$ cat config.mk
export PLATFORM = sky130hd
export DESIGN_NAME = ports_six_to_eight_io
export DESIGN_NICKNAME = d
export VERILOG_FILES = /design/src/ports_pkg.sv /design/src/level_sync.sv /design/src/pin_drive.sv /design/src/ports_six_to_eight_io.sv
export VERILOG_INCLUDE_DIRS = /design/src
export SDC_FILE = /design/constraint.sdc
export NUM_CORES = 1
export LEC_CHECK = 0
export ABC_AREA = 1
export ABC_CLOCK_PERIOD_IN_PS = 8200
export BUFFER_PORTS_ARGS = -buffer_cell sky130_fd_sc_hd__clkbuf_2
export CORE_MARGIN = 2
export CORE_UTILIZATION = 55
export DETAILED_ROUTE_END_ITERATION = 16
export PLACE_DENSITY = 0.89
export REMOVE_ABC_BUFFERS = 1
export SLEW_MARGIN = 20
export SYNTH_ARGS = -nofsm -noshare
export SYNTH_HDL_FRONTEND = slang
export SYNTH_SLANG_ARGS = --single-unit
$ cat constraint.sdc
create_clock -name core_clk -period 8.2 [get_ports core_clk]
set_input_delay 2.05 -clock core_clk [delete_from_list [all_inputs] [get_ports core_clk]]
set_output_delay 2.05 -clock core_clk [all_outputs]
set_load 0.03 [all_outputs]
$ cat src/ports_params.svh
// Constants for the port 6, 7 and 8 register and pin logic
`ifndef PORTS_SIX_TO_EIGHT_PARAMS_SVH
`define PORTS_SIX_TO_EIGHT_PARAMS_SVH

`define ADDR_W 16
`define PORT6_DIR_ADDR 16'hffc9
`define PORT6_LATCH_ADDR 16'hffcb
`define PORT8_DIR_ADDR 16'hffcd
`define PORT7_LEVEL_ADDR 16'hffce
`define PORT8_LATCH_ADDR 16'hffcf

`define PORT6_DIR_RESET 8'h80
`define PORT6_LATCH_RESET 8'h80
`define PORT6_FIXED_ONES 8'h80
`define PORT8_DIR_RESET 8'he0
`define PORT8_LATCH_RESET 8'he0
`define PORT8_FIXED_ONES 8'he0
`define WRITE_ONLY_READ 8'hff
`define UNMAPPED_READ 8'h00
`define ALL_ONES_8 8'hff

`define WAIT_MODE_W 2
`define WAIT_PIN_SELECT 2'h3
`define MODE_SETTLE_EDGES 2'h2

`endif

$ cat src/ports_pkg.sv
// Types and helpers shared by the port logic
package ports_pkg;

   typedef enum logic [1:0] {
      mode_unused = 2'h0,
      mode_one = 2'h1,
      mode_two = 2'h2,
      mode_three = 2'h3
   } op_mode_t;

   // Output pins read back their latch, input pins their level
   function automatic logic [7:0] read_mix(input logic [7:0] latch,
                                           input logic [7:0] level,
                                           input logic [7:0] dir);
      read_mix = (dir & latch) | (~dir & level);
   endfunction : read_mix

endpackage : ports_pkg

$ cat src/level_sync.sv
// Two-stage synchroniser for pin levels
`timescale 1ns/1ps
module level_sync #(
   parameter int WIDTH = 1
) (
   input wire logic core_clk,
   input wire logic rst_n,
   input wire logic [WIDTH-1:0] async_in,
   output logic [WIDTH-1:0] sync_out
);
   logic [WIDTH-1:0] stage_q;

   always_ff @(posedge core_clk or negedge rst_n) begin
      if (!rst_n) begin
         stage_q <= '0;
         sync_out <= '0;
      end else begin
         stage_q <= async_in;
         sync_out <= stage_q;
      end
   end
endmodule : level_sync

$ cat src/pin_drive.sv
// Registered pin driver with standby handling
`timescale 1ns/1ps
module pin_drive #(
   parameter int WIDTH = 4
) (
   input wire logic core_clk,
   input wire logic rst_n,
   input wire logic hw_standby,
   input wire logic sw_standby,
   input wire logic [WIDTH-1:0] out_d,
   input wire logic [WIDTH-1:0] oe_d,
   output logic [WIDTH-1:0] out_q,
   output logic [WIDTH-1:0] oe_q
);
   always_ff @(posedge core_clk or negedge rst_n) begin
      if (!rst_n) begin
         out_q <= '0;
         oe_q <= '0;
      end else if (hw_standby) begin
         // Hardware standby floats every pin
         out_q <= '0;
         oe_q <= '0;
      end else if (!sw_standby) begin
         out_q <= out_d;
         oe_q <= oe_d;
      end
      // Software standby: driven pins keep their state
   end
endmodule : pin_drive

$ cat src/ports_six_to_eight_io.sv
// Ports 6, 7 and 8: direction, latch, read-back and pin muxing
//
// Our own choice: strobed register access.
`timescale 1ns/1ps
`include "ports_params.svh"
module ports_six_to_eight_io
   import ports_pkg::*;
(
   input wire logic core_clk,
   input wire logic rstn,
   input wire logic [1:0] mode_pins,
   input wire logic hw_standby_pin,
   input wire logic sw_standby,
   input wire logic [`ADDR_W-1:0] reg_addr,
   input wire logic [7:0] reg_wdata,
   input wire logic reg_wr,
   input wire logic reg_rd,
   output logic [7:0] reg_rdata,
   input wire logic bus_write_n,
   input wire logic bus_read_n,
   input wire logic addr_valid_strobe_n,
   input wire logic [`WAIT_MODE_W-1:0] bus_delay_mode,
   output logic bus_wait_n,
   input wire logic [3:0] port6_pin_in,
   output logic [3:0] port6_pin_out,
   output logic [3:0] port6_pin_oe,
   input wire logic [7:0] port7_pin_in,
   input wire logic [3:0] port8_pin_in,
   output logic [3:0] port8_pin_out,
   output logic [3:0] port8_pin_oe,
   output logic [3:0] irq_req_n
);
   // Port 6 pin vectors are ordered {bit 5, bit 4, bit 3, bit 0}

   logic rst_meta_q;
   logic rst_n_q;

   always_ff @(posedge core_clk or negedge rstn) begin
      if (!rstn) begin
         rst_meta_q <= 1'b0;
         rst_n_q <= 1'b0;
      end else begin
         rst_meta_q <= 1'b1;
         rst_n_q <= rst_meta_q;
      end
   end

   // Pin synchronisers
   logic [1:0] mode_sync;
   logic hw_standby;
   logic [3:0] port6_level;
   logic [7:0] port7_level;
   logic [3:0] port8_level;

   level_sync #(.WIDTH(2)) u_mode_sync (
      .core_clk(core_clk),
      .rst_n(rst_n_q),
      .async_in(mode_pins),
      .sync_out(mode_sync)
   );

   level_sync #(.WIDTH(1)) u_standby_sync (
      .core_clk(core_clk),
      .rst_n(rst_n_q),
      .async_in(hw_standby_pin),
      .sync_out(hw_standby)
   );

   level_sync #(.WIDTH(4)) u_port6_sync (
      .core_clk(core_clk),
      .rst_n(rst_n_q),
      .async_in(port6_pin_in),
      .sync_out(port6_level)
   );

   // Port 7 has no direction: always sampled, in every mode
   level_sync #(.WIDTH(8)) u_port7_sync (
      .core_clk(core_clk),
      .rst_n(rst_n_q),
      .async_in(port7_pin_in),
      .sync_out(port7_level)
   );

   level_sync #(.WIDTH(4)) u_port8_sync (
      .core_clk(core_clk),
      .rst_n(rst_n_q),
      .async_in(port8_pin_in),
      .sync_out(port8_level)
   );

   // Operating mode, caught once after reset release
   // Strap synchroniser shares our reset, so wait until it has refilled
   op_mode_t mode_q;
   logic mode_taken_q;
   logic [1:0] mode_wait_q;
   wire mode_settled = (mode_wait_q == `MODE_SETTLE_EDGES);

   always_ff @(posedge core_clk or negedge rst_n_q) begin
      if (!rst_n_q) begin
         mode_q <= mode_unused;
         mode_taken_q <= 1'b0;
         mode_wait_q <= 2'h0;
      end else if (!mode_taken_q) begin
         if (mode_settled) begin
            mode_q <= op_mode_t'(mode_sync);
            mode_taken_q <= 1'b1;
         end else begin
            mode_wait_q <= mode_wait_q + 2'h1;
         end
      end
   end

   wire in_mode_one = (mode_q == mode_one);

   // Register decode
   wire hit_p6_dir = (reg_addr == `PORT6_DIR_ADDR);
   wire hit_p6_latch = (reg_addr == `PORT6_LATCH_ADDR);
   wire hit_p8_dir = (reg_addr == `PORT8_DIR_ADDR);
   wire hit_p7_level = (reg_addr == `PORT7_LEVEL_ADDR);
   wire hit_p8_latch = (reg_addr == `PORT8_LATCH_ADDR);

   wire wr_p6_dir = reg_wr && hit_p6_dir;
   wire wr_p6_latch = reg_wr && hit_p6_latch;
   wire wr_p8_dir = reg_wr && hit_p8_dir;
   wire wr_p8_latch = reg_wr && hit_p8_latch;

   // Software registers
   logic [7:0] port6_direction_q;
   logic [7:0] port6_output_latch_q;
   logic [7:0] port8_direction_q;
   logic [7:0] port8_output_latch_q;

   // Fixed-one bits ignore writes; the rest store the written value
   wire [7:0] port6_direction_d = reg_wdata | `PORT6_FIXED_ONES;
   wire [7:0] port6_output_latch_d = reg_wdata | `PORT6_FIXED_ONES;
   wire [7:0] port8_direction_d = reg_wdata | `PORT8_FIXED_ONES;
   wire [7:0] port8_output_latch_d = reg_wdata | `PORT8_FIXED_ONES;

   // Hardware standby reloads reset values; software standby neither reloads them nor blocks writes
   always_ff @(posedge core_clk or negedge rst_n_q) begin
      if (!rst_n_q) begin
         port6_direction_q <= `PORT6_DIR_RESET;
         port6_output_latch_q <= `PORT6_LATCH_RESET;
      end else if (hw_standby) begin
         port6_direction_q <= `PORT6_DIR_RESET;
         port6_output_latch_q <= `PORT6_LATCH_RESET;
      end else begin
         if (wr_p6_dir) begin
            port6_direction_q <= port6_direction_d;
         end
         if (wr_p6_latch) begin
            port6_output_latch_q <= port6_output_latch_d;
         end
      end
   end

   always_ff @(posedge core_clk or negedge rst_n_q) begin
      if (!rst_n_q) begin
         port8_direction_q <= `PORT8_DIR_RESET;
         port8_output_latch_q <= `PORT8_LATCH_RESET;
      end else if (hw_standby) begin
         port8_direction_q <= `PORT8_DIR_RESET;
         port8_output_latch_q <= `PORT8_LATCH_RESET;
      end else begin
         if (wr_p8_dir) begin
            port8_direction_q <= port8_direction_d;
         end
         if (wr_p8_latch) begin
            port8_output_latch_q <= port8_output_latch_d;
         end
      end
   end

   // Port 6 pin function selection
   wire [3:0] p6_dir = {port6_direction_q[5:3], port6_direction_q[0]};
   wire [3:0] p6_latch = {port6_output_latch_q[5:3],
                          port6_output_latch_q[0]};
   // Pin 0 becomes the wait input only under wait-pin operation
   wire wait_claims_pin0 = in_mode_one &&
                           (bus_delay_mode == `WAIT_PIN_SELECT);
   wire [2:0] strobe_levels = {bus_write_n, bus_read_n,
                               addr_valid_strobe_n};

   wire [3:0] p6_out_d = in_mode_one ?
                         {strobe_levels, p6_latch[0]} : p6_latch;
   // Direction bits of the strobe pins are ignored in mode 1
   wire [3:0] p6_oe_d = in_mode_one ?
                        {3'h7, p6_dir[0] & ~wait_claims_pin0} :
                        p6_dir;

   // Wait level goes to the bus controller, high when not claimed
   always_ff @(posedge core_clk or negedge rst_n_q) begin
      if (!rst_n_q) begin
         bus_wait_n <= 1'b1;
      end else begin
         bus_wait_n <= wait_claims_pin0 ? port6_level[0] : 1'b1;
      end
   end

   pin_drive #(.WIDTH(4)) u_port6_drive (
      .core_clk(core_clk),
      .rst_n(rst_n_q),
      .hw_standby(hw_standby),
      .sw_standby(sw_standby),
      .out_d(p6_out_d),
      .oe_d(p6_oe_d),
      .out_q(port6_pin_out),
      .oe_q(port6_pin_oe)
   );

   // Port 8 pin function selection; direction bits 7..4 unused
   wire [3:0] p8_dir = port8_direction_q[3:0];
   // Pins 3..1 forced to input in mode 1 as a guard
   wire [3:0] p8_oe_d = in_mode_one ?
                        {3'h0, p8_dir[0]} :
                        p8_dir;

   pin_drive #(.WIDTH(4)) u_port8_drive (
      .core_clk(core_clk),
      .rst_n(rst_n_q),
      .hw_standby(hw_standby),
      .sw_standby(sw_standby),
      .out_d(port8_output_latch_q[3:0]),
      .oe_d(p8_oe_d),
      .out_q(port8_pin_out),
      .oe_q(port8_pin_oe)
   );

   // Interrupt request lines follow the pin levels in any direction
   always_ff @(posedge core_clk or negedge rst_n_q) begin
      if (!rst_n_q) begin
         irq_req_n <= 4'hf;
      end else begin
         irq_req_n <= port8_level;
      end
   end

   // Read-back: unused port bits present as ones when input
   wire [7:0] p6_level_full = {2'h3, port6_level[3:1], 2'h3,
                               port6_level[0]};
   wire [7:0] p8_level_full = {4'hf, port8_level};
   wire [7:0] p6_read = read_mix(port6_output_latch_q, p6_level_full,
                                 port6_direction_q);
   wire [7:0] p8_read = read_mix(port8_output_latch_q, p8_level_full,
                                 port8_direction_q);

   wire [7:0] read_sel = hit_p6_dir ? `WRITE_ONLY_READ :
                         hit_p6_latch ? p6_read :
                         hit_p8_dir ? `WRITE_ONLY_READ :
                         hit_p7_level ? port7_level :
                         hit_p8_latch ? p8_read :
                         `UNMAPPED_READ;

   // Read data stands for one cycle only, zero otherwise
   always_ff @(posedge core_clk or negedge rst_n_q) begin
      if (!rst_n_q) begin
         reg_rdata <= `UNMAPPED_READ;
      end else begin
         reg_rdata <= reg_rd ? read_sel : `UNMAPPED_READ;
      end
   end
endmodule : ports_six_to_eight_io

==> Implementation_results.wiki, run 1 <==
{| class="wikitable"
! Metric !! Value
|-
| Arrival time reported for the critical path endpoint || ~1.1 ns
|-
| Number of max-cap violations || 0
|-
| Status || finished, final reports clean
|-
| CTS root buf || clkbuf_8
|-
| Slowest cell on the critical path || dfstp_2
|-
| Total wirelength of the detailed-routed design || roughly 7100 um
|-
| Total placed cells including tap cells || between 500 and 600
|-
| Average wire per standard cell || 13.1 um
|-
| Number of hold-slack violations in the final timing report || 0
|-
| Register-to-register path setup slack || ~6.4 ns
|-
| Critical Path Start || bus_wait_n
|-
| Largest buffer count on any clock path || 2
|-
| Layout fillers || roughly 510
|-
| Net Switching || approximately 0.22 mW
|-
| Global-route wire length before repair || about 12,000 um
|-
| Post-synthesis area per instance || between 10 and 15 um2
|-
| Worst reg2reg path startpoint || u_standby_sync.sync_out
|-
| Placed wire-length estimate after detailed placement || ~5200 um
|-
| Final weighted congestion of routability-driven global placement || roughly 0.95
|-
| DR pass1 iterations || 4
|-
| Crit-path leading delay family || flip-flops
|-
| Number of H-tree branching levels || 3
|-
| Ordered cell list for the critical path || clkbuf_2
|-
| CP Buf/Inv Count || 1
|-
| Final total negative setup slack || 0 ns
|-
| Number of synthesis warnings || 0
|-
| Crit path capture type || primary output
|-
| Leading cell types in the layout, fill and taps excluded || dfrtp_1 (92), nand2_1 (83), clkbuf_2 (80)
|-
| CP endpoint || bus_wait_n
|-
| Core outline area || 6760 um2
|-
| Fraction of final layout cells sized beyond drive strength 1 || 0.307
|-
| Instance count of the mapped netlist || between 300 and 400
|-
| Vias in the first global route || 2,559
|-
| Final Max Tran Viols || 0
|-
| Antenna viol nets, final || 0
|-
| Count of port buffers added during placement || 80
|-
| Post-layout minimum cycle time || around 3.1 ns
|-
| Peak ir drop on the vdd network || approximately 0.00014 V
|-
| Maximum number of pins on one net before global-route repair || 97
|-
| Number of distinct library cell variants in the gate-level netlist after synthesis || 29
|-
| Source-to-sink clock delay at the later pin of the worst-skew pair || 0.36 ns
|-
| Part of the power in the clock network || 0.321
|-
| Final layout net count || between 500 and 600
|-
| First DRT Iteration DRCs || roughly 200
|-
| Crit start category || flip-flop
|-
| Cts hold-fix bufs || 0
|-
| Slew at the pin closest to its max-slew limit || approximately 0.70 ns
|-
| I/O pin cnt || between 80 and 90
|-
| Critical path data required time || between 6 and 7 ns
|-
| Number of setup buffers added after CTS || 0
|-
| Chip Height || roughly 87 um
|-
| Cell count of the worst reg-to-reg path || 4
|-
| Post-route clock skew || around 0.014 ns
|-
| Area of the mapped netlist || between 3000 and 4000 um2
|-
| Worst R2R End || u_port6_drive.oe_q[2]
|-
| Worst slew margin relative to its limit || 0.535
|-
| Resized Gates After CTS || 0
|-
| Type of the worst setup path || flip-flop to primary output
|-
| Chip width || a little under 90 um
|-
| Num CTS Buffers || 9
|-
| Internal power || approximately 0.64 mW
|-
| Detailed-route via count || 2,765
|-
| Non-filler instance count after layout || between 500 and 600
|-
| Total power || about 0.86 mW
|-
| Setup-violating endpoint count in the final report || 0
|-
| Delay of the slowest cell on the worst path || roughly 0.53 ns
|-
| Number of flip-flops and latches in the synthesized netlist || 98
|-
| Leak Pwr || roughly 2.3 nW
|-
| Clock input transition at the sequential cells of the worst setup and hold paths || 0.10 ns
|-
| Cell accounting for the most synthesized area || dfrtp_1
|-
| Number of sinks handled by clock tree synthesis || between 90 and 100
|-
| Hold Path Class || flip-flop to async pin
|-
| Share of the yosys chip area belonging to registers || 0.642
|-
| Antenna violations before repair || 0
|-
| Final non-filler cell area || 4480 um2
|-
| Initial cell density of the core || 0.567
|-
| Crit. path cell count || 1
|-
| Final antenna diode count || 0
|-
| Avg Vias per Cell || slightly above 5
|-
| Total number of placement rows || 30
|-
| RSZ-0062 raised after global routing || false
|-
| Max Fanout on Critical Path || 1
|-
| Most frequent standard cell in the layout excluding fill and tap cells || dfrtp_1
|-
| Ratio of final minimum period to clock period || 0.382
|-
| Fmax || 319 MHz
|-
| Overall overflow remaining after global route || 0
|-
| Global routing usage summed across all routing layers || 0.203
|-
| Post-layout utilization of the core || 0.664
|-
| Area Overhead vs Synth || 17.0%
|-
| Sequential share of power || 0.599
|-
| Cell types occupying the most area after synthesis || dfrtp_1 (61%), nand2_1 (8.1%), nand3_1 (6.3%)
|-
| Part of the power in combinational logic || 0.080
|-
| Net switching fraction of the power || 0.256
|-
| Pwr dens || 192 nW/um2
|-
| Cell area reported after detailed placement || around 4300 um2
|-
| Clock tree from TritonCTS || done
|-
| Number of remaining DRC errors || 0
|-
| Die area || around 7600 um2
|-
| Share of the synthesized area in the top cell type || 0.607
|}
-- power groups by stage --
stage               logic, mW  clock network (mW)  registers [mW]
finish                 0.0685               0.277           0.516
detailed placement     0.0619                   0           0.531
CTS                    0.0622               0.283           0.522
global placement       0.0600                   0           0.530
floorplan              0.0254                   0           0.537
global route           0.0761               0.309           0.519
-- registers in the layout, indices dropped and copies added, names as in the netlist, 5 cells and up --
name                   flops
u_port7_sync.sync_out      8
port8_output_latch_q       5
reg_rdata                  8
port6_output_latch_q       7
port8_direction_q          5
port6_direction_q          7
u_port7_sync.stage_q       8
-- per-stage QoR --
| stage | worst slack [ns] | hold slack, ns |
|---|---|---|
| detailed placement | 4.77 | 0.335 |
| global route | 5.00 | 0.346 |
| global placement | 4.80 | 0.332 |
| CTS | 5.05 | 0.349 |
| finish | 5.07 | 0.291 |
| floorplan | 5.09 | 0.331 |
-- layout make-up --
cell class                      count  area (um2)  area share
Inverter                           35         131      0.0293
Tap cell                           80         100      0.0223
Clock inverter                      6        50.0      0.0112
Multi-Input combinational cell    233        1180       0.264
Clock buffer                       10         128      0.0285
Sequential cell                    98        2460       0.549
Timing Repair Buffer               81         428      0.0954
-- cells in the mapped netlist, drive strengths merged --
cell and n:
dfrtp 93, o21ai 28, ha 1, nand4 2, inv 35, o211ai 1, o31ai 3, nor3 1
buf 6, conb 1, nor2 48, nand2 89, nand3 49, mux2 7, clkbuf 3, dfstp 5
xor2 1, a21oi 2
-- how the worst min path moves through the flow --
stage / endpoint / slack (ns) / cells after the start
after global placement: u_standby_sync.sync_out / 0.33 / 0
after CTS: u_port7_sync.sync_out[1] / 0.35 / 0
final: u_port8_sync.sync_out[3] / 0.29 / 0
after floorplan: rst_n_q / 0.33 / 0
after detailed placement: u_port6_sync.sync_out[2] / 0.33 / 0
after global routing: u_port6_sync.stage_q[1] / 0.35 / 0
-- per-layer routing --
layer,share of wire,track usage
met5,0,0
met4,0.033,0.101
met3,0.060,0.0483
met2,0.46,0.288
met1,0.45,0.295
-- logic make-up after synthesis --
group                      after synthesis  synth area share
DFF                                     98             0.642
adders and majority gates                1           0.00327
buffers and inverters                   44            0.0490
and+or+nand+nor                        189             0.225
xor gates and xnor gates                 1           0.00229
AOI/OAI and AO/OA                       34            0.0568
muxes                                    7            0.0206
other                                    1          0.000979
(Power assumes the default switching activity.)
==> inputs of run 2 (changes only) <==
- ABC_CLOCK_PERIOD_IN_PS: 8200 -> 3280
- CORE_UTILIZATION: 55 -> 54
- PLACE_DENSITY: 0.89 -> 0.88
- clock period: 8.2 -> 3.28 ns (I/O delays scaled with it)
==> run 2 against run 1 <==
  * Combinational power rose by 140%
  * Highest routed layer unchanged
  * Sequential power increased to 2.5 times the previous value
  * Worst setup slack worse by 3.7 ns
  * Critical endpoint is now irq_req_n[3]
  * Critical path type unchanged
  * Via count decreased by 1.7%
  * Final cell count is 3.1% higher
  * Die area grew 1.8%
  * Flip-flop and latch count unchanged
  * Clock skew down 0.0061 ns
  * Clock power rose to 2.8 times the previous value
  * Total power increased to 2.6 times the previous value
  * Global-route usage down 0.46 points
==> Implementation_results.wiki, run 2 (synthesized netlist as in run 1, its figures left out) <==
{| class="wikitable"
! Metric !! Value
|-
| Number of setup buffers added after CTS || 0 (unchanged)
|-
| Slew at the pin closest to its max-slew limit || 0.613 ns (-0.0823 ns)
|-
| Status || finished, final reports clean
|-
| Number of max-cap violations || 0 (unchanged)
|-
| Detailed-route via count || 2,717 (-1.7%)
|-
| Pwr dens || 492 nW/um2 (+160%)
|-
| Final weighted congestion of routability-driven global placement || 0.888 (-6.1%)
|-
| Register area || 2460 um2 (unchanged)
|-
| Critical Path Start || irq_req_n[3]
|-
| Post-route clock skew || 0.00813 ns (-0.00614 ns)
|-
| Die area || 7780 um2 (+1.8%)
|-
| Cts hold-fix bufs || 0 (unchanged)
|-
| Type of the worst setup path || flip-flop to primary output
|-
| Grt peak-use layer || met2
|-
| Slowest cell on the critical path || dfstp_2
|-
| CTS root buf || clkbuf_8
|-
| Crit-path leading delay family || flip-flops
|-
| Register-to-register path setup slack || 1.45 ns (-4.94 ns)
|-
| Max Fanout on Critical Path || 1 (unchanged)
|-
| Avg Vias per Cell || 4.85 (-4.7%)
|-
| Vias in the first global route || 2,585 (+1.0%)
|-
| Area Overhead vs Synth || 17.9%
|-
| Core outline area || 6830 um2 (+1.1%)
|-
| Total number of placement rows || 30 (unchanged)
|-
| Layout fillers || 565 (+11%)
|-
| Peak ir drop on the vdd network || 0.000293 V (+110%)
|-
| Source-to-sink clock delay at the later pin of the worst-skew pair || 0.35 ns (about the same)
|-
| Most frequent standard cell in the layout excluding fill and tap cells || dfrtp_1
|-
| Met2 routing resource usage after global routing || 0.312 (+0.0245)
|-
| Worst reg2reg path startpoint || u_standby_sync.sync_out
|-
| Post-layout minimum cycle time || between 1.5 and 2 ns
|-
| Ordered cell list for the critical path || clkbuf_2
|-
| DR pass1 iterations || 4 (unchanged)
|-
| Antenna violations before repair || 0 (unchanged)
|-
| Count of port buffers added during placement || 80 (unchanged)
|-
| Crit start category || flip-flop
|-
| First DRT Iteration DRCs || 226 (+15%)
|-
| Delay of the slowest cell on the worst path || 0.53 ns (about the same)
|-
| Worst slew margin relative to its limit || 0.590 (+0.0551)
|-
| Clock tree from TritonCTS || done
|-
| Placed wire-length estimate after detailed placement || 5360 um (+3.9%)
|-
| Final Max Tran Viols || 0 (unchanged)
|-
| I/O pin cnt || 82 (unchanged)
|-
| Average wire per standard cell || 12.8 um (-2.9%)
|-
| Internal power || 1.69 mW (+160%)
|-
| Final layout net count || 513 (+0.20%)
|-
| Number of H-tree branching levels || 3 (unchanged)
|-
| Leading cell types in the layout, fill and taps excluded || dfrtp_1 (92), nand2_1 (83), clkbuf_2 (80)
|-
| Ratio of final minimum period to clock period || 0.577
|-
| Maximum number of pins on one net before global-route repair || 42 (-57%)
|-
| Worst R2R End || u_port8_drive.oe_q[3]
|-
| Number of remaining DRC errors || 0 (unchanged)
|-
| Number of sinks handled by clock tree synthesis || 98 (unchanged)
|-
| Setup-violating endpoint count in the final report || 0 (unchanged)
|-
| Cell count of the worst reg-to-reg path || 4 (unchanged)
|-
| Final total negative setup slack || 0 ns (unchanged)
|-
| Crit path capture type || primary output
|-
| Part of the power in combinational logic || 0.075 (-0.005)
|-
| Fmax || between 500 and 600 MHz
|-
| Resized Gates After CTS || 0 (unchanged)
|-
| Global-route wire length before repair || 11,700 um (-0.71%)
|-
| Top Registers || reg_rdata x8, u_port7_sync.stage_q x8, u_port7_sync.sync_out x8
|-
| Hold Path Class || primary input to async pin
|-
| Num CTS Buffers || 9 (unchanged)
|-
| Net switching fraction of the power || 0.240 (-0.0157)
|-
| Total placed cells including tap cells || 544 (+3.4%)
|-
| Arrival time reported for the critical path endpoint || 1.07 ns (about the same)
|-
| Total wirelength of the detailed-routed design || 7140 um (+0.18%)
|-
| Initial cell density of the core || 0.561 (-0.00623)
|-
| Net Switching || 0.534 mW (+140%)
|-
| Antenna viol nets, final || 0 (unchanged)
|-
| Part of the power in the clock network || 0.344 (+0.023)
|-
| Combined area of the multi-input logic cells || 1180 um2 (unchanged)
|-
| Number of hold-slack violations in the final timing report || 0 (unchanged)
|-
| GR Layer Usage met3 || 0.0466 (-0.00170)
|-
| Clock input transition at the sequential cells of the worst setup and hold paths || 0.09 ns (about the same)
|-
| Final antenna diode count || 0 (unchanged)
|-
| Fraction of final layout cells sized beyond drive strength 1 || 0.310 (+0.00365)
|-
| Critical path data required time || 2.46 ns (-3.69 ns)
|-
| Post-layout utilization of the core || 0.661 (-0.00253)
|-
| CP Buf/Inv Count || 1 (unchanged)
|-
| Global routing usage summed across all routing layers || 0.199 (-0.00461)
|-
| Leak Pwr || 2.35 nW (+0.46%)
|-
| Sequential share of power || 0.581 (-0.018)
|-
| Overall overflow remaining after global route || 0 (unchanged)
|-
| Chip width || 88.2 um (+0.88%)
|-
| Non-filler instance count after layout || 560 (+3.1%)
|-
| RSZ-0062 raised after global routing || false
|-
| Global routing usage on met1 || 0.267 (-0.0286)
|-
| Largest buffer count on any clock path || 2 (unchanged)
|-
| Chip Height || 88.2 um (+0.88%)
|}
-- run 2: cell types whose count changed in the layout (fill, tap and decap cells not counted), sizes merged --
cell,delta
buf,+1
bufinv,+1
inv,-1
-- run 2: worst max-delay path by stage --
stage / slack, ns / cells past startpoint / endpoint
after floorplan: 0.36 / 0 / mode_q[0]
after global placement: 1.11 / 8 / port6_direction_q[4]
after detailed placement: 1.08 / 9 / port6_direction_q[2]
after CTS: 1.36 / 1 / irq_req_n[3]
after global routing: 1.29 / 9 / port6_direction_q[6]
final: 1.39 / 1 / irq_req_n[3]
-- run 2: per-stage QoR --
stage / total power, mW / setup WS [ns] / hold WS, ns / area (um2)
2_1_floorplan: 1.41 / 0.357 / 0.331 / 3770
3_3_place_gp: 1.48 / 1.11 / 0.310 / 4310
3_5_place_dp: 1.48 / 1.08 / 0.321 / 4310
4_1_cts: 2.25 / 1.36 / 0.233 / 4520
5_1_grt: 2.32 / 1.29 / 0.228 / 4520
6_report: 2.22 / 1.39 / 0.244 / 4520
-- run 2: per-layer routing --
metal / part of all wire / vias to the layer above
li1: - / 1362
met1: 0.44 / 1245
met2: 0.48 / 92
met3: 0.056 / 18
met4: 0.025 / 0
met5: 0 / -
-- run 2: area by class of cell --
cell class / count / share of cell area
clock inverters: 6 / 0.0144
flip-flops and latches: 98 / 0.545
multi-input cells: 233 / 0.262
repair buffers: 82 / 0.0920
clock buffers: 10 / 0.0305
inverters: 35 / 0.0291
well taps: 96 / 0.0266
-- run 2: power by group through the flow --
stage                     Sequential (mW)  Combinational, mW  Clock [mW]
final                                1.29              0.167       0.765
after global routing                 1.30              0.185       0.837
after CTS                            1.29              0.169       0.784
after detailed placement             1.32              0.168           0
after global placement               1.31              0.164           0
after floorplan                      1.34             0.0635           0
==> inputs of run 3 (changes only) <==
- ABC_AREA: 1 -> 0
- ABC_CLOCK_PERIOD_IN_PS: 3280 -> 1700
- CORE_UTILIZATION: 54 -> 48
- PLACE_DENSITY: 0.88 -> 0.84
- clock period: 3.28 -> 1.7 ns (I/O delays scaled with it)
==> run 3 against run 2 <==
  * Final cell count fell by 9.3%
  * Combinational power rose by 84%
  * Via count rose by 0.22%
  * Largest power group unchanged
  * Die area rose by 11%
  * Global-route usage rose by 0.22 points
  * Cell area rose by 0.91%
  * Flip-flop and latch count did not move
==> Implementation_results.wiki, run 3 <==
{| class="wikitable"
! Metric !! Value
|-
| Status || finished, final reports clean
|-
| Number of hold-slack violations in the final timing report || 0 (unchanged)
|-
| Cell types occupying the most area after synthesis || dfrtp_1 (61%), mux2i_1 (5.8%), nand4_1 (3.8%)
|-
| Worst slew margin relative to its limit || 0.628 (+0.0386)
|-
| Most frequent standard cell in the layout excluding fill and tap cells || dfrtp_1
|-
| Post-synthesis area per instance || 12.2 um2 (+20%)
|-
| Slew at the pin closest to its max-slew limit || 0.556 ns (-0.0568 ns)
|-
| Instance count of the mapped netlist || 311 (-17%)
|-
| Initial cell density of the core || 0.495 (-0.0657)
|-
| Largest buffer count on any clock path || 2 (unchanged)
|-
| Type of the worst setup path || primary input to flip-flop
|-
| Number of setup buffers added after CTS || 0 (unchanged)
|-
| Crit start category || primary input
|-
| Slowest cell on the critical path || nor4_2
|-
| Number of max-cap violations || 0 (unchanged)
|-
| Chip Height || 93.0 um (+5.5%)
|-
| Synth async-reset ratio || 1.00 (unchanged)
|-
| DR pass1 iterations || 4 (unchanged)
|-
| Cell accounting for the most synthesized area || dfrtp_1
|-
| Max Fanout on Critical Path || 19 (+18)
|-
| Fmax || roughly 670 MHz
|-
| Post-layout minimum cycle time || 1.50 ns
|-
| Cts hold-fix bufs || 1 (+1)
|-
| Crit. path cell count || 7 (+6)
|-
| Ratio of final minimum period to clock period || 0.884
|-
| Delay of the slowest cell on the worst path || 0.34 ns (-0.19 ns)
|-
| Count of flip-flops with a built-in enable after synthesis || 0 (unchanged)
|-
| Layout fillers || 649 (+15%)
|-
| Critical path data required time || 1.98 ns (-0.48 ns)
|-
| Number of H-tree branching levels || 3 (unchanged)
|-
| I/O pin cnt || 82 (unchanged)
|-
| Prevailing post-synth register cell || dfrtp_1
|-
| Final antenna diode count || 0 (unchanged)
|-
| Antenna violations before repair || 0 (unchanged)
|-
| Number of remaining DRC errors || 0 (unchanged)
|-
| Final total negative setup slack || 0 ns (unchanged)
|-
| Peak ir drop on the vdd network || 0.000616 V (+110%)
|-
| Number of synthesis warnings || 0 (unchanged)
|-
| Arrival time reported for the critical path endpoint || 1.78 ns (+0.71 ns)
|-
| Placed wire-length estimate after detailed placement || 5770 um (+7.6%)
|-
| Area of the mapped netlist || 3810 um2 (-0.65%)
|-
| Cell count of the worst reg-to-reg path || 5 (+1)
|-
| Share of the synthesized area in the top cell type || 0.611 (+0.00399)
|-
| Ordered cell list for the critical path || clkbuf_2 > nand4_1 > buf_4 > nor4_2 > buf_4 > nand4_1 > a21oi_1
|-
| Final layout net count || 455 (-11%)
|-
| Detailed-route via count || 2,723 (+0.22%)
|-
| Resized Gates After CTS || 0 (unchanged)
|-
| Overall overflow remaining after global route || 0 (unchanged)
|-
| Vias in the first global route || 2,746 (+6.2%)
|-
| Leading cell types in the layout, fill and taps excluded || dfrtp_1 (92), clkbuf_2 (80), a21oi_1 (26)
|-
| Crit-path leading delay family || simple AND/OR/NAND/NOR gates
|-
| Hold Path Class || primary input to flip-flop
|-
| Num CTS Buffers || 9 (unchanged)
|-
| Most frequent cells after synthesis || dfrtp_1 (93), a21oi_1 (26), nor2_1 (25), nand4_1 (23), mux2i_1 (22)
|-
| Top Registers || reg_rdata x8, u_port7_sync.stage_q x8, u_port7_sync.sync_out x8
|-
| Crit path capture type || flip-flop
|-
| Area Overhead vs Synth || 19.8%
|-
| Setup-violating endpoint count in the final report || 0 (unchanged)
|-
| CP Buf/Inv Count || 3 (+2)
|-
| Die area || 8660 um2 (+11%)
|-
| Count of port buffers added during placement || 80 (unchanged)
|-
| Maximum number of pins on one net before global-route repair || 46 (+9.5%)
|-
| RSZ-0062 raised after global routing || false
|-
| Total wirelength of the detailed-routed design || 7990 um (+12%)
|-
| Pwr dens || 890 nW/um2 (+81%)
|-
| Number of distinct library cell variants in the gate-level netlist after synthesis || 39 (+34%)
|-
| Average wire per standard cell || 15.7 um (+23%)
|-
| Source-to-sink clock delay at the later pin of the worst-skew pair || 0.35 ns (about the same)
|-
| Global-route wire length before repair || 13,400 um (+15%)
|-
| Number of flip-flops and latches in the synthesized netlist || 98 (unchanged)
|-
| Final Max Tran Viols || 0 (unchanged)
|-
| Total number of placement rows || 32 (+6.7%)
|-
| Fraction of final layout cells sized beyond drive strength 1 || 0.325 (+0.0148)
|-
| Leak Pwr || 2.13 nW (-9.1%)
|-
| Antenna viol nets, final || 0 (unchanged)
|-
| Clock tree from TritonCTS || done
|-
| Chip width || 93.0 um (+5.5%)
|-
| Global routing usage summed across all routing layers || 0.201 (+0.00225)
|-
| CTS root buf || clkbuf_8
|-
| Number of sinks handled by clock tree synthesis || 98 (unchanged)
|-
| Clock input transition at the sequential cells of the worst setup and hold paths || 0.09 ns (about the same)
|-
| Post-layout utilization of the core || 0.593 (-0.0682)
|-
| Depth of the worst hold-timing path || 1
|-
| Core outline area || 7690 um2 (+13%)
|-
| First DRT Iteration DRCs || 235 (+4.0%)
|-
| Avg Vias per Cell || 5.36 (+10%)
|-
| Most repeated cell in the gate-level netlist after synthesis || dfrtp_1
|-
| Post-route clock skew || 0.00819 ns (+0.0000641 ns)
|-
| Final weighted congestion of routability-driven global placement || 0.849 (-4.3%)
|-
| Share of the yosys chip area belonging to registers || 0.646 (+0.00422)
|}
## run 3: cell types whose count changed after synthesis, moves of 22 or more
cell and change:
inv_1 -26, nand3_1 -46, mux2i_1 +22, nand4_1 +22, nand2_1 -78, a21oi_1 +24
## run 3: per-stage QoR
step	setup WS, ns	cells	hold WS (ns)	total power [mW]	area, um2
CTS	0.178	508	0.150	4.09	4560
global route	0.0522	508	0.147	4.22	4560
detailed placement	-0.152	491	0.212	2.79	4380
floorplan	-1.22	289	0.129	2.59	3650
finish	0.197	508	0.172	4.05	4560
global placement	-0.0755	491	0.210	2.77	4380
## run 3: logic make-up after synthesis
family,Yosys count,share of synthesized area
buffers and inverters,24,0.0427
XOR/XNOR,1,0.00230
other,1,0.000985
AND/OR/NAND/NOR,101,0.149
flip-flops,98,0.646
adder cells (fa/ha/maj),1,0.00329
AO/OA/AOI/OAI,58,0.0835
multiplexers,27,0.0726
## run 3: worst reg2reg max path, cell delays in order, from the launching register on
cell	delay (ns)
dfrtp_1	0.39
nor2b_1	0.11
buf_4	0.20
mux2_2	0.35
mux2i_1	0.13
nor2_1	0.05
## run 3: path summary, 6_finish.rpt
kind | from | endpoint | slack (ns)
setup / recovery | reg_addr[11] | port6_direction_q[3] | 0.20
hold / removal | port7_pin_in[5] | u_port7_sync.stage_q[5] | 0.17
setup reg to reg | mode_q[1] | u_port6_drive.out_q[3] | 0.36
hold reg to reg | rst_n_q | u_port6_drive.out_q[0] | 0.26
max in group asynchronous | rst_n_q | irq_req_n[3] | 0.89
min in group asynchronous | rst_n_q | u_port6_drive.out_q[0] | 0.26
## run 3: layout make-up
cell class	count	area (um2)	area share
Sequential cell	98	2460	0.540
Inverter	2	7.51	0.00165
Timing Repair Buffer	101	598	0.131
Tap cell	102	128	0.0280
Multi-Input combinational cell	189	1190	0.261
Clock inverter	6	43.8	0.00961
Clock buffer	10	128	0.0280
## run 3: metal layers
layer / GRT usage / routed length, um / share of wire
met3: 0.0427 / 486 / 0.061
met2: 0.333 / 4040 / 0.51
met5: 0 / 0 / 0
met4: 0.0650 / 133 / 0.017
met1: 0.267 / 3320 / 0.42
## run 3: power breakdown
part	internal (mW)	switching (mW)
clock	0.535	0.782
sequential	2.39	0.0343
combinational	0.126	0.182
